--- src/ufc_pkg.sv ---
// Purpose: shared constants and types for the serial line control block
// Assumes: 8-bit register bus with 3-bit address, one device clock
// Notes:   addresses are local choices where none is printed
package ufc_pkg;
  localparam int          DATA_W        = 8;
  localparam int          ADDR_W        = 3;
  localparam int          LVL_W         = 5;
  // Register addresses
  localparam logic [2:0]  ADDR_DATA     = 3'h0;
  localparam logic [2:0]  ADDR_DIV_HIGH = 3'h1;
  localparam logic [2:0]  ADDR_FIFO_ISR = 3'h2;
  localparam logic [2:0]  ADDR_LINE     = 3'h3;
  localparam logic [2:0]  ADDR_MODEM    = 3'h4;
  // fifo_control fields
  localparam int          FC_EN         = 0;
  localparam int          FC_RX_RST     = 1;
  localparam int          FC_TX_RST     = 2;
  localparam int          FC_WAKE       = 3;
  localparam int          FC_TXT_LO     = 4;
  localparam int          FC_RXT_LO     = 6;
  // line_format_control fields
  localparam int          LF_STOP       = 2;
  localparam int          LF_PAR_EN     = 3;
  localparam int          LF_EVEN       = 4;
  localparam int          LF_FORCE      = 5;
  localparam int          LF_BREAK      = 6;
  localparam int          LF_DIV        = 7;
  // modem_line_control fields
  localparam int          ML_TERM       = 0;
  localparam int          ML_RTS        = 1;
  localparam int          ML_OUT1       = 2;
  localparam int          ML_OUT2       = 3;
  localparam int          ML_LOOP       = 4;
  localparam logic [7:0]  REG_RESET     = 8'h00;
  localparam logic [1:0]  ISR_FIFO_ON   = 2'h3;
  // Trigger table entries
  localparam logic [4:0]  TRIG_1        = 5'h01;
  localparam logic [4:0]  TRIG_4        = 5'h04;
  localparam logic [4:0]  TRIG_8        = 5'h08;
  localparam logic [4:0]  TRIG_14       = 5'h0e;

  typedef struct packed {
    logic       wr;
    logic       rd;
    logic [2:0] addr;
    logic [7:0] wdata;
  } ufc_bus_type;

  typedef struct packed {
    logic [3:0] data_bits;
    logic       stop_half;
    logic       stop_two;
    logic       par_en;
    logic       par_forced;
    logic       par_value;
    logic       par_even;
    logic       brk;
  } ufc_format_type;

  typedef enum logic [1:0] {
    UFC_IDLE,
    UFC_FLUSH
  } ufc_flush_type;
endpackage

--- src/ufc_line_control.sv ---
// Purpose: FIFO, line format and modem control registers of a serial port
// Assumes: host bus in mclk domain; FIFO levels and data paths are outside
// Notes:   level counts come from the FIFOs; flush pulses go back to them
// Summary of operation
// - FIFO enable bit gates all other bits
// - Receive FIFO reset clears pointers, self-clears
// - Transmit FIFO reset clears pointers, self-clears
// - Wake-up enable gated, needs enhanced bit
// - Transmit interrupt below trigger or on empty
// - Transmit trigger table 1, 4, 8, 14
// - Receive interrupt at receive trigger level
// - Each direction reads its own trigger select field
// - Low bits set five to eight data bits
// - One, one-and-half or two stop bits
// - Parity enable adds and checks parity
// - Even bit picks odd or even parity
// - Forced parity is one or zero
// - Break holds serial output low
// - Divisor bit redirects shared addresses
// - Terminal-ready bit drives inverted pin
// - Request-to-send bit drives inverted pin
// - Bit two feeds looped ring indicator
// - Bit three gates interrupt pin, loop output
// - Status top bits show FIFO enable
`timescale 1ns/1ps
module ufc_line_control (
  mclk,
  reset,
  bus,
  enhanced_en,
  strobe_mode,
  irq_raw,
  tx_level,
  rx_level,
  tx_serial_in,
  rdata,
  fifo_enabled,
  rx_flush,
  tx_flush,
  tx_irq,
  rx_irq,
  wake_irq_en,
  fmt,
  sel_divisor,
  sel_data,
  tx_serial_out,
  terminal_ready_n,
  request_to_send_n,
  user_output_one_n,
  user_output_two_n,
  loop_enable,
  int_out,
  int_oe_n
);
  import ufc_pkg::*;
  input  wire logic               mclk;
  input  wire logic               reset;
  input  ufc_pkg::ufc_bus_type    bus;
  input  wire logic               enhanced_en;
  input  wire logic               strobe_mode;
  input  wire logic               irq_raw;
  input  wire logic [4:0]         tx_level;
  input  wire logic [4:0]         rx_level;
  input  wire logic               tx_serial_in;
  output logic [7:0]              rdata;
  output logic                    fifo_enabled;
  output logic                    rx_flush;
  output logic                    tx_flush;
  output logic                    tx_irq;
  output logic                    rx_irq;
  output logic                    wake_irq_en;
  output ufc_pkg::ufc_format_type fmt;
  output logic                    sel_divisor;
  output logic                    sel_data;
  output logic                    tx_serial_out;
  output logic                    terminal_ready_n;
  output logic                    request_to_send_n;
  output logic                    user_output_one_n;
  output logic                    user_output_two_n;
  output logic                    loop_enable;
  output logic                    int_out;
  output logic                    int_oe_n;

  logic [7:0] fifo_ctl_r;
  logic [7:0] line_r;
  logic [7:0] modem_r;
  logic       rx_flush_r;
  logic       tx_flush_r;
  logic       tx_armed_r;
  logic       tx_irq_r;
  logic       rx_irq_r;
  logic [7:0] rdata_r;
  logic       tx_out_r;
  logic [4:0] tx_trig;
  logic [4:0] rx_trig;
  logic [4:0] trig_lvl [2];
  logic       strobe_meta_r;
  logic       strobe_sync_r;

  // One compare serves write strobes and read select alike
  function automatic logic addr_is(input logic [2:0] a, input logic [2:0] target);
    return (a == target);
  endfunction

  // Bus decode
  wire logic wr_fifo  = bus.wr & addr_is(bus.addr, ADDR_FIFO_ISR);
  wire logic wr_line  = bus.wr & addr_is(bus.addr, ADDR_LINE);
  wire logic wr_modem = bus.wr & addr_is(bus.addr, ADDR_MODEM);
  wire logic fifo_go  = wr_fifo & bus.wdata[FC_EN];
  wire logic fifo_on  = fifo_ctl_r[FC_EN];

  // Transmit trigger and wake bits only move with the enhanced gate open
  wire logic [7:0] fifo_ctl_nxt = {bus.wdata[7:6],
    enhanced_en ? bus.wdata[5:3] : fifo_ctl_r[5:3],
    3'h1};

  // One decoder per direction: index 0 transmit, index 1 receive
  for (genvar g = 0; g < 2; g++) begin : g_trig
    localparam int SEL_LO = (g == 0) ? FC_TXT_LO : FC_RXT_LO;
    ufc_trigger_decode u_trig (
      .sel   (fifo_ctl_r[SEL_LO +: 2]),
      .level (trig_lvl[g])
    );
  end

  assign tx_trig = trig_lvl[0];
  assign rx_trig = trig_lvl[1];

  ufc_format_decode u_fmt (
    .line_reg (line_r),
    .fmt      (fmt)
  );

  // Registers
  always_ff @(posedge mclk or posedge reset) begin
    if (reset) begin
      fifo_ctl_r <= REG_RESET;
    end else if (wr_fifo) begin
      // Clearing bit 0 disables FIFOs; other bits ignored then
      fifo_ctl_r <= fifo_go ? fifo_ctl_nxt : REG_RESET;
    end
  end

  always_ff @(posedge mclk or posedge reset) begin
    if (reset) begin
      line_r  <= REG_RESET;
    end else if (wr_line) begin
      line_r  <= bus.wdata;
    end
  end

  always_ff @(posedge mclk or posedge reset) begin
    if (reset) begin
      modem_r <= REG_RESET;
    end else if (wr_modem) begin
      modem_r <= bus.wdata;
    end
  end

  // Flush strobes last one cycle; bits never store
  always_ff @(posedge mclk or posedge reset) begin
    if (reset) begin
      rx_flush_r <= 1'b0;
      tx_flush_r <= 1'b0;
    end else begin
      rx_flush_r <= fifo_go & bus.wdata[FC_RX_RST];
      tx_flush_r <= fifo_go & bus.wdata[FC_TX_RST];
    end
  end

  // Transmit and receive interrupt conditions
  wire logic tx_empty    = (tx_level == 5'h00);
  wire logic tx_above    = (tx_level > tx_trig);
  wire logic tx_below    = (tx_level < tx_trig);
  // FIFOs off: holding register is one deep, so empty is the trigger
  wire logic tx_cond     = fifo_on ? (tx_armed_r ? tx_below : tx_empty)
                                   : tx_empty;
  wire logic rx_cond     = fifo_on ? (rx_level >= rx_trig)
                                   : (rx_level != 5'h00);

  // Armed once a reload filled past the trigger; held until empty
  // so the request keeps standing while the FIFO drains
  always_ff @(posedge mclk or posedge reset) begin
    if (reset) begin
      tx_armed_r <= 1'b0;
    end else if (tx_flush_r | tx_empty) begin
      tx_armed_r <= 1'b0;
    end else if (tx_above) begin
      tx_armed_r <= 1'b1;
    end
  end

  always_ff @(posedge mclk or posedge reset) begin
    if (reset) begin
      tx_irq_r <= 1'b0;
      rx_irq_r <= 1'b0;
    end else begin
      tx_irq_r <= tx_cond;
      rx_irq_r <= rx_cond;
    end
  end

  // Read path
  wire logic [7:0] isr_view = {fifo_on ? ISR_FIFO_ON : 2'h0, 6'h01};
  wire logic [7:0] rd_mux =
    addr_is(bus.addr, ADDR_FIFO_ISR) ? isr_view :
    addr_is(bus.addr, ADDR_LINE)     ? line_r   :
    addr_is(bus.addr, ADDR_MODEM)    ? modem_r  : REG_RESET;

  always_ff @(posedge mclk or posedge reset) begin
    if (reset) begin
      rdata_r <= REG_RESET;
    end else if (bus.rd) begin
      rdata_r <= rd_mux;
    end
  end

  // Mode pin comes from the board; two stages keep metastability out
  always_ff @(posedge mclk or posedge reset) begin
    if (reset) begin
      strobe_meta_r <= 1'b0;
      strobe_sync_r <= 1'b0;
    end else begin
      strobe_meta_r <= strobe_mode;
      strobe_sync_r <= strobe_meta_r;
    end
  end

  // Break overrides serial data
  always_ff @(posedge mclk or posedge reset) begin
    if (reset) begin
      tx_out_r <= 1'b1;
    end else begin
      tx_out_r <= tx_serial_in & ~line_r[LF_BREAK];
    end
  end

  assign rdata             = rdata_r;
  assign fifo_enabled      = fifo_on;
  assign rx_flush          = rx_flush_r;
  assign tx_flush          = tx_flush_r;
  assign tx_irq            = tx_irq_r;
  assign rx_irq            = rx_irq_r;
  assign wake_irq_en       = fifo_ctl_r[FC_WAKE];
  assign sel_divisor       = line_r[LF_DIV];
  assign sel_data          = ~line_r[LF_DIV];
  assign tx_serial_out     = tx_out_r;
  assign loop_enable       = modem_r[ML_LOOP];
  // Loopback keeps terminal-ready and request-to-send pins idle
  assign terminal_ready_n  = ~modem_r[ML_TERM] | modem_r[ML_LOOP];
  assign request_to_send_n = ~modem_r[ML_RTS] | modem_r[ML_LOOP];
  assign user_output_one_n = ~modem_r[ML_OUT1];
  assign user_output_two_n = ~modem_r[ML_OUT2];
  assign int_out           = irq_raw;
  // Strobe mode: pin floats until bit 3 set; other mode always driven
  // Mode changes reach the enable two cycles late through the synchroniser
  assign int_oe_n          = strobe_sync_r & ~modem_r[ML_OUT2];
endmodule // ufc_line_control

--- src/ufc_trigger_decode.sv ---
// Purpose: map a 2-bit trigger selection to a character level
// Assumes: selection code 00 -> 1, 01 -> 4, 10 -> 8, 11 -> 14
// Notes:   shared by transmit and receive sides
`timescale 1ns/1ps
module ufc_trigger_decode (
  sel,
  level
);
  import ufc_pkg::*;
  input  wire logic [1:0] sel;
  output logic [4:0]      level;

  assign level = (sel == 2'h0) ? TRIG_1 :
                 (sel == 2'h1) ? TRIG_4 :
                 (sel == 2'h2) ? TRIG_8 : TRIG_14;
endmodule // ufc_trigger_decode

--- src/ufc_format_decode.sv ---
// Purpose: decode line format register into serial frame settings
// Assumes: line register value is stable in the mclk domain
// Notes:   pure combinational
`timescale 1ns/1ps
module ufc_format_decode (
  line_reg,
  fmt
);
  import ufc_pkg::*;
  input  wire logic [7:0]     line_reg;
  output ufc_pkg::ufc_format_type fmt;

  wire logic [1:0] len_sel = line_reg[1:0];
  wire logic       is_five = (len_sel == 2'h0);

  assign fmt.data_bits  = 4'h5 + {2'h0, len_sel};
  assign fmt.stop_half  = line_reg[LF_STOP] & is_five;
  assign fmt.stop_two   = line_reg[LF_STOP] & ~is_five;
  assign fmt.par_en     = line_reg[LF_PAR_EN];
  assign fmt.par_forced = line_reg[LF_PAR_EN] & line_reg[LF_FORCE];
  assign fmt.par_value  = ~line_reg[LF_EVEN];
  assign fmt.par_even   = line_reg[LF_EVEN];
  assign fmt.brk        = line_reg[LF_BREAK];
endmodule // ufc_format_decode

--- config.mk ---
export PLATFORM = sky130hd
export DESIGN_NAME = ufc_line_control
export DESIGN_NICKNAME = d
export VERILOG_FILES = /design/src/ufc_pkg.sv /design/src/ufc_line_control.sv /design/src/ufc_trigger_decode.sv /design/src/ufc_format_decode.sv
export SDC_FILE = /design/constraint.sdc
export NUM_CORES = 1
export LEC_CHECK = 0
export BUFFER_PORTS_ARGS = -buffer_cell sky130_fd_sc_hd__buf_2
export CAP_MARGIN = 20
export CORE_MARGIN = 2
export CORE_UTILIZATION = 31
export CTS_CLUSTER_DIAMETER = 200
export DETAILED_ROUTE_END_ITERATION = 8
export HOLD_SLACK_MARGIN = 0.15
export PLACE_DENSITY_LB_ADDON = 0.15
export SYNTH_ARGS = -nofsm -noshare
export SYNTH_HDL_FRONTEND = slang
export SYNTH_HIERARCHICAL = 1
export SYNTH_SLANG_ARGS = --single-unit
--- constraint.sdc ---
create_clock -name mclk -period 2 [get_ports mclk]
set_input_delay 0.3 -clock mclk [delete_from_list [all_inputs] [get_ports mclk]]
set_output_delay 0.3 -clock mclk [all_outputs]
set_load 0.01 [all_outputs]
==> results by stage <==
Route:
- The post-detailed-route count of antenna-violating nets is 0.
- The routed length per instance is 14.09 µm.
- The routed via count is 1543.
- The first detailed-routing pass took 4 iterations.
- The routed design has 4665 µm of wire.
- The first routing iteration left 37 violations.
- The remaining routing DRC violations is 0.
- In the routed layout, each cell is associated on average with a via count of 4.662.

Final layout:
- The library cells used most frequently in the layout, excluding fill and tap cells, are sky130_fd_sc_hd__buf_2 (61), sky130_fd_sc_hd__dfrtp_1 (37), sky130_fd_sc_hd__inv_1 (21).
- The number of cells in the finished layout apart from fillers is 331.
- The sequential cell area in the final layout is 952.2 µm².
- The net count of the finished layout is 295.
- The library cell used most frequently in the layout, excluding fill and tap cells, is sky130_fd_sc_hd__buf_2.
- The repair_antennas step left the layout with diodes totalling 0.
- The post-route cell area is 2506 µm².
- The multi-input logic area is 948.4 µm².
- Counting the fill cells in the layout gives 667.
- The fraction of final layout cells sized beyond drive strength 1 is 0.3740.
- The layout overhead on the synthesized area is 19.72%.

Synthesis:
- Counting every instance in the synthesized netlist gives 195.
- Summing every instance area after synthesis gives 2093 µm².
- By area, the combinational part of the netlist is dominated by simple AND/OR/NAND/NOR gates.
- The mean instance size in the synthesized netlist is 10.73 µm².
- Of the total synthesized cell area, the portion taken by full adders, half adders and majority gates is 0.07770.
- The number of different library cells used by synthesis comes to 40.
- Counting flops with a built-in enable in the synthesized netlist gives 0.
- Of the total synthesized cell area, the portion taken by AND, OR, NAND and NOR gates is 0.1674.
- Of the post-synthesis cell area, the dominant cell type holds 0.4423.
- By area the synthesized netlist is led by sky130_fd_sc_hd__dfrtp_1 (44%), sky130_fd_sc_hd__mux2_4 (10%), sky130_fd_sc_hd__ha_1 (7.8%).
- For this run, the register share of the synthesized area comes to 0.4549.
- The leading area contributor after synthesis is sky130_fd_sc_hd__dfrtp_1.
- For this run, the number of Yosys warnings is 6.
- The number of nets in the synthesized netlist is 237.
- In the synthesized netlist the dominant register cell turns out to be sky130_fd_sc_hd__dfrtp_1.
- The synthesized design contains 38 register bits.
- The area fraction in compound gates after synthesis is 0.09863.
- The multiplexer area fraction after synthesis is 0.1058.
- After synthesis, the share of flip-flops with an asynchronous set or reset is 1.000.
- The post-synthesis share of cell area spent on xor and xnor gates is 0.

Clocking:
- After clock tree synthesis, the clock-pin slew on the worst setup and hold paths is 0.07 ns.
- The total number of H-tree levels is 2.
- The clock tree from TritonCTS is done.
- The count of clock tree sinks is 38.
- No sink is reached through more buffers than the 2 on the longest clock path.
- The number of clock buffers added by TritonCTS is 5.
- The tree is rooted in a sky130_fd_sc_hd__clkbuf_8.
- The clock latency on the worst-skew pair is 0.29 ns.
- The number of buffers inserted by post-CTS setup repair is 0.

Status:
- The run finished with clean final reports.

Setup path:
- The type of element capturing the critical path is a register.
- The number of cells on the worst reg-to-reg path is 7.
- The critical path is of the reg -> reg type.
- At the worst endpoint, the arrival time is 1.82 ns.
- The kind of launch point of the worst setup path is a register.
- At the worst endpoint, the required time is 2.17 ns.
- The top fanout value on the critical path is 5.

Global routing:
- The number of global-route vias before repair is 1505.
- The number of antenna violations at the first check in global routing is 0.
- The first global-routing pass estimated 7479 µm of wire.
- Global routing finished with a remaining overflow of 0.
- The maximum number of pins on one net before global-route repair is 39.
- The total global routing track utilization is 0.1305.

STA:
- The minimum hold slack is 0.2183 ns.
- For the pin with the worst max-slew slack, the measured transition is 0.5101 ns.
- The max-slew violation count is 0.
- Headroom to the max-slew limit came out at 0.6600.
- Dividing the final minimum period by the clock period gives 0.8285.
- The total of endpoints with negative setup slack in the final report is 0.
- The time the worst path needs with I/O delays and setup is 1.657 ns.
- The upper clock frequency limit is 603.5 MHz.
- Summed over all failing endpoints, the final setup total negative slack is 0 ns.
- The final-report hold violation count is 0.
- The worst setup margin is 0.3429 ns.
- The final setup skew is 0.002007 ns.
- Setup repair after global routing left no endpoint under its margin.

Job:
- The total of max-cap violations is 0.

Pwr:
- Of the total power, the clock network draws 0.247.
- The total internal power is 1425 µW.
- Of the total power, registers draw 0.478.
- Of the total power, combinational logic draws 0.275.
- The worst-case vdd ir drop is 0.0003065 V.
- For this design the total switching power over the nets is 639.8 µW.
- The switching part of the total power is 0.3098.
- The power density of the placed cells is 824.1 nW/µm².
- The analysis attributes to cell leakage a power of 0.001291 µW.

Place:
- The total instance count after detailed placement is 321.
- The placed instances occupy a cell area of 2404 µm².
- The number of input and output port buffers inserted is 61.
- The global placement routability congestion is 0.7557.
- Detailed placement finished with a half-perimeter wire length of 3494 µm.
- Prior to clock tree synthesis, the placed netlist has a worst setup slack of 0.3566 ns.

Floorplan:
- The initial core utilization is 0.3259.
- The row count is 29.
- The die is 86.18 µm wide.
- In this run the vertical extent of the chip is 86.18 µm.
- The core area is 6422 µm².
- The I/O pin total is 64.
- The die area is 7426 µm².

Hold path:
- The min-delay analysis places its worst path in the category in -> reg.
- The cell depth of the worst min-delay path is 2.
critical path: stages, from the launching register on:
cell,delay [ns]
sky130_fd_sc_hd__dfrtp_1,0.41
sky130_fd_sc_hd__and2_1,0.14
sky130_fd_sc_hd__inv_1,0.04
sky130_fd_sc_hd__ha_1,0.26
sky130_fd_sc_hd__nand4_1,0.13
sky130_fd_sc_hd__nor2_1,0.12
sky130_fd_sc_hd__nor3_1,0.07
sky130_fd_sc_hd__a2111oi_0,0.37
final cells by class:
class                      instances  share of cell area
timing repair buffer              66              0.1388
sequential                        38              0.3799
multi-input combinational        121              0.3784
clock buffer                       6             0.02896
inverter                          21             0.03145
clock inverter                     2            0.003994
tap                               77             0.03844
routing by layer:
layer,global-route usage,vias to the layer above,part of all wire
li1,-,759,-
met5,0,-,0
met3,0.03714,11,0.062
met2,0.1889,47,0.44
met4,0.05966,0,0.024
met1,0.1810,726,0.47
path summary, 6_finish.rpt:
check	start	to	slack, ns
min in group asynchronous	reset	tx_flush$_DFF_PP0_	0.67
max reg2reg	fifo_ctl_r[5]$_DFFE_PP0P_	tx_armed_r$_DFFE_PP0P_	0.34
max in group asynchronous	reset	tx_serial_out$_DFF_PP1_	0.96
min reg2reg	strobe_meta_r$_DFF_PP0_	strobe_sync_r$_DFF_PP0_	0.36
min	tx_serial_in	tx_serial_out$_DFF_PP1_	0.22
max	fifo_ctl_r[5]$_DFFE_PP0P_	tx_armed_r$_DFFE_PP0P_	0.34
sequential cells by signal, indices dropped and copies added, names as in the netlist:
signal         cells
rx_flush           1
tx_armed_r         1
tx_flush           1
tx_serial_out      1
strobe_meta_r      1
rdata              8
strobe_sync_r      1
fifo_ctl_r         6
modem_r            8
line_r             8
tx_irq             1
rx_irq             1
synthesized netlist by cell type, types with 2 or more instances:
library cell,count
sky130_fd_sc_hd__a21oi_1,14
sky130_fd_sc_hd__a22o_1,2
sky130_fd_sc_hd__a22oi_1,5
sky130_fd_sc_hd__and2_1,3
sky130_fd_sc_hd__and2_4,2
sky130_fd_sc_hd__and3_1,3
sky130_fd_sc_hd__buf_4,6
sky130_fd_sc_hd__clkbuf_1,6
sky130_fd_sc_hd__conb_1,2
sky130_fd_sc_hd__dfrtp_1,37
sky130_fd_sc_hd__ha_1,13
sky130_fd_sc_hd__inv_1,21
sky130_fd_sc_hd__mux2_4,14
sky130_fd_sc_hd__nand2_1,11
sky130_fd_sc_hd__nand2b_1,6
sky130_fd_sc_hd__nand3_1,2
sky130_fd_sc_hd__nor2_1,14
sky130_fd_sc_hd__nor2b_1,3
sky130_fd_sc_hd__nor3b_4,2
sky130_fd_sc_hd__o21ai_0,8
sky130_fd_sc_hd__or4_1,2
cell families (layout without fill, tap and decap cells):
kind of cell	Yosys count	in the layout
compound gates	34	34
fa+ha+maj	13	13
buf+inv	36	95
flops	38	38
mux	15	15
other cells	2	2
simple gates	57	57
power by group through the flow:
stage	sequential [µW]	clock (µW)	combinational, µW
after floorplan	998	0	375
after global placement	1000	0	566
after detailed placement	1000	0	572
after CTS	989	536	580
after global routing	1010	557	636
final	987	510	568
through the flow:
step                  util  total power [µW]
finish              0.3902              2065
global route        0.3902              2200
CTS                 0.3902              2104
detailed placement  0.3742              1576
global placement    0.3742              1565
floorplan                -              1373
what timing repair did:
item                                   4_1_cts  5_1_grt
gates resized for setup                      0        0
setup endpoints to repair                    0        0
hold buffers                                 2        0
endpoints found under the hold margin       38        0
No activity file was read; power rests on OpenSTA's default activity.
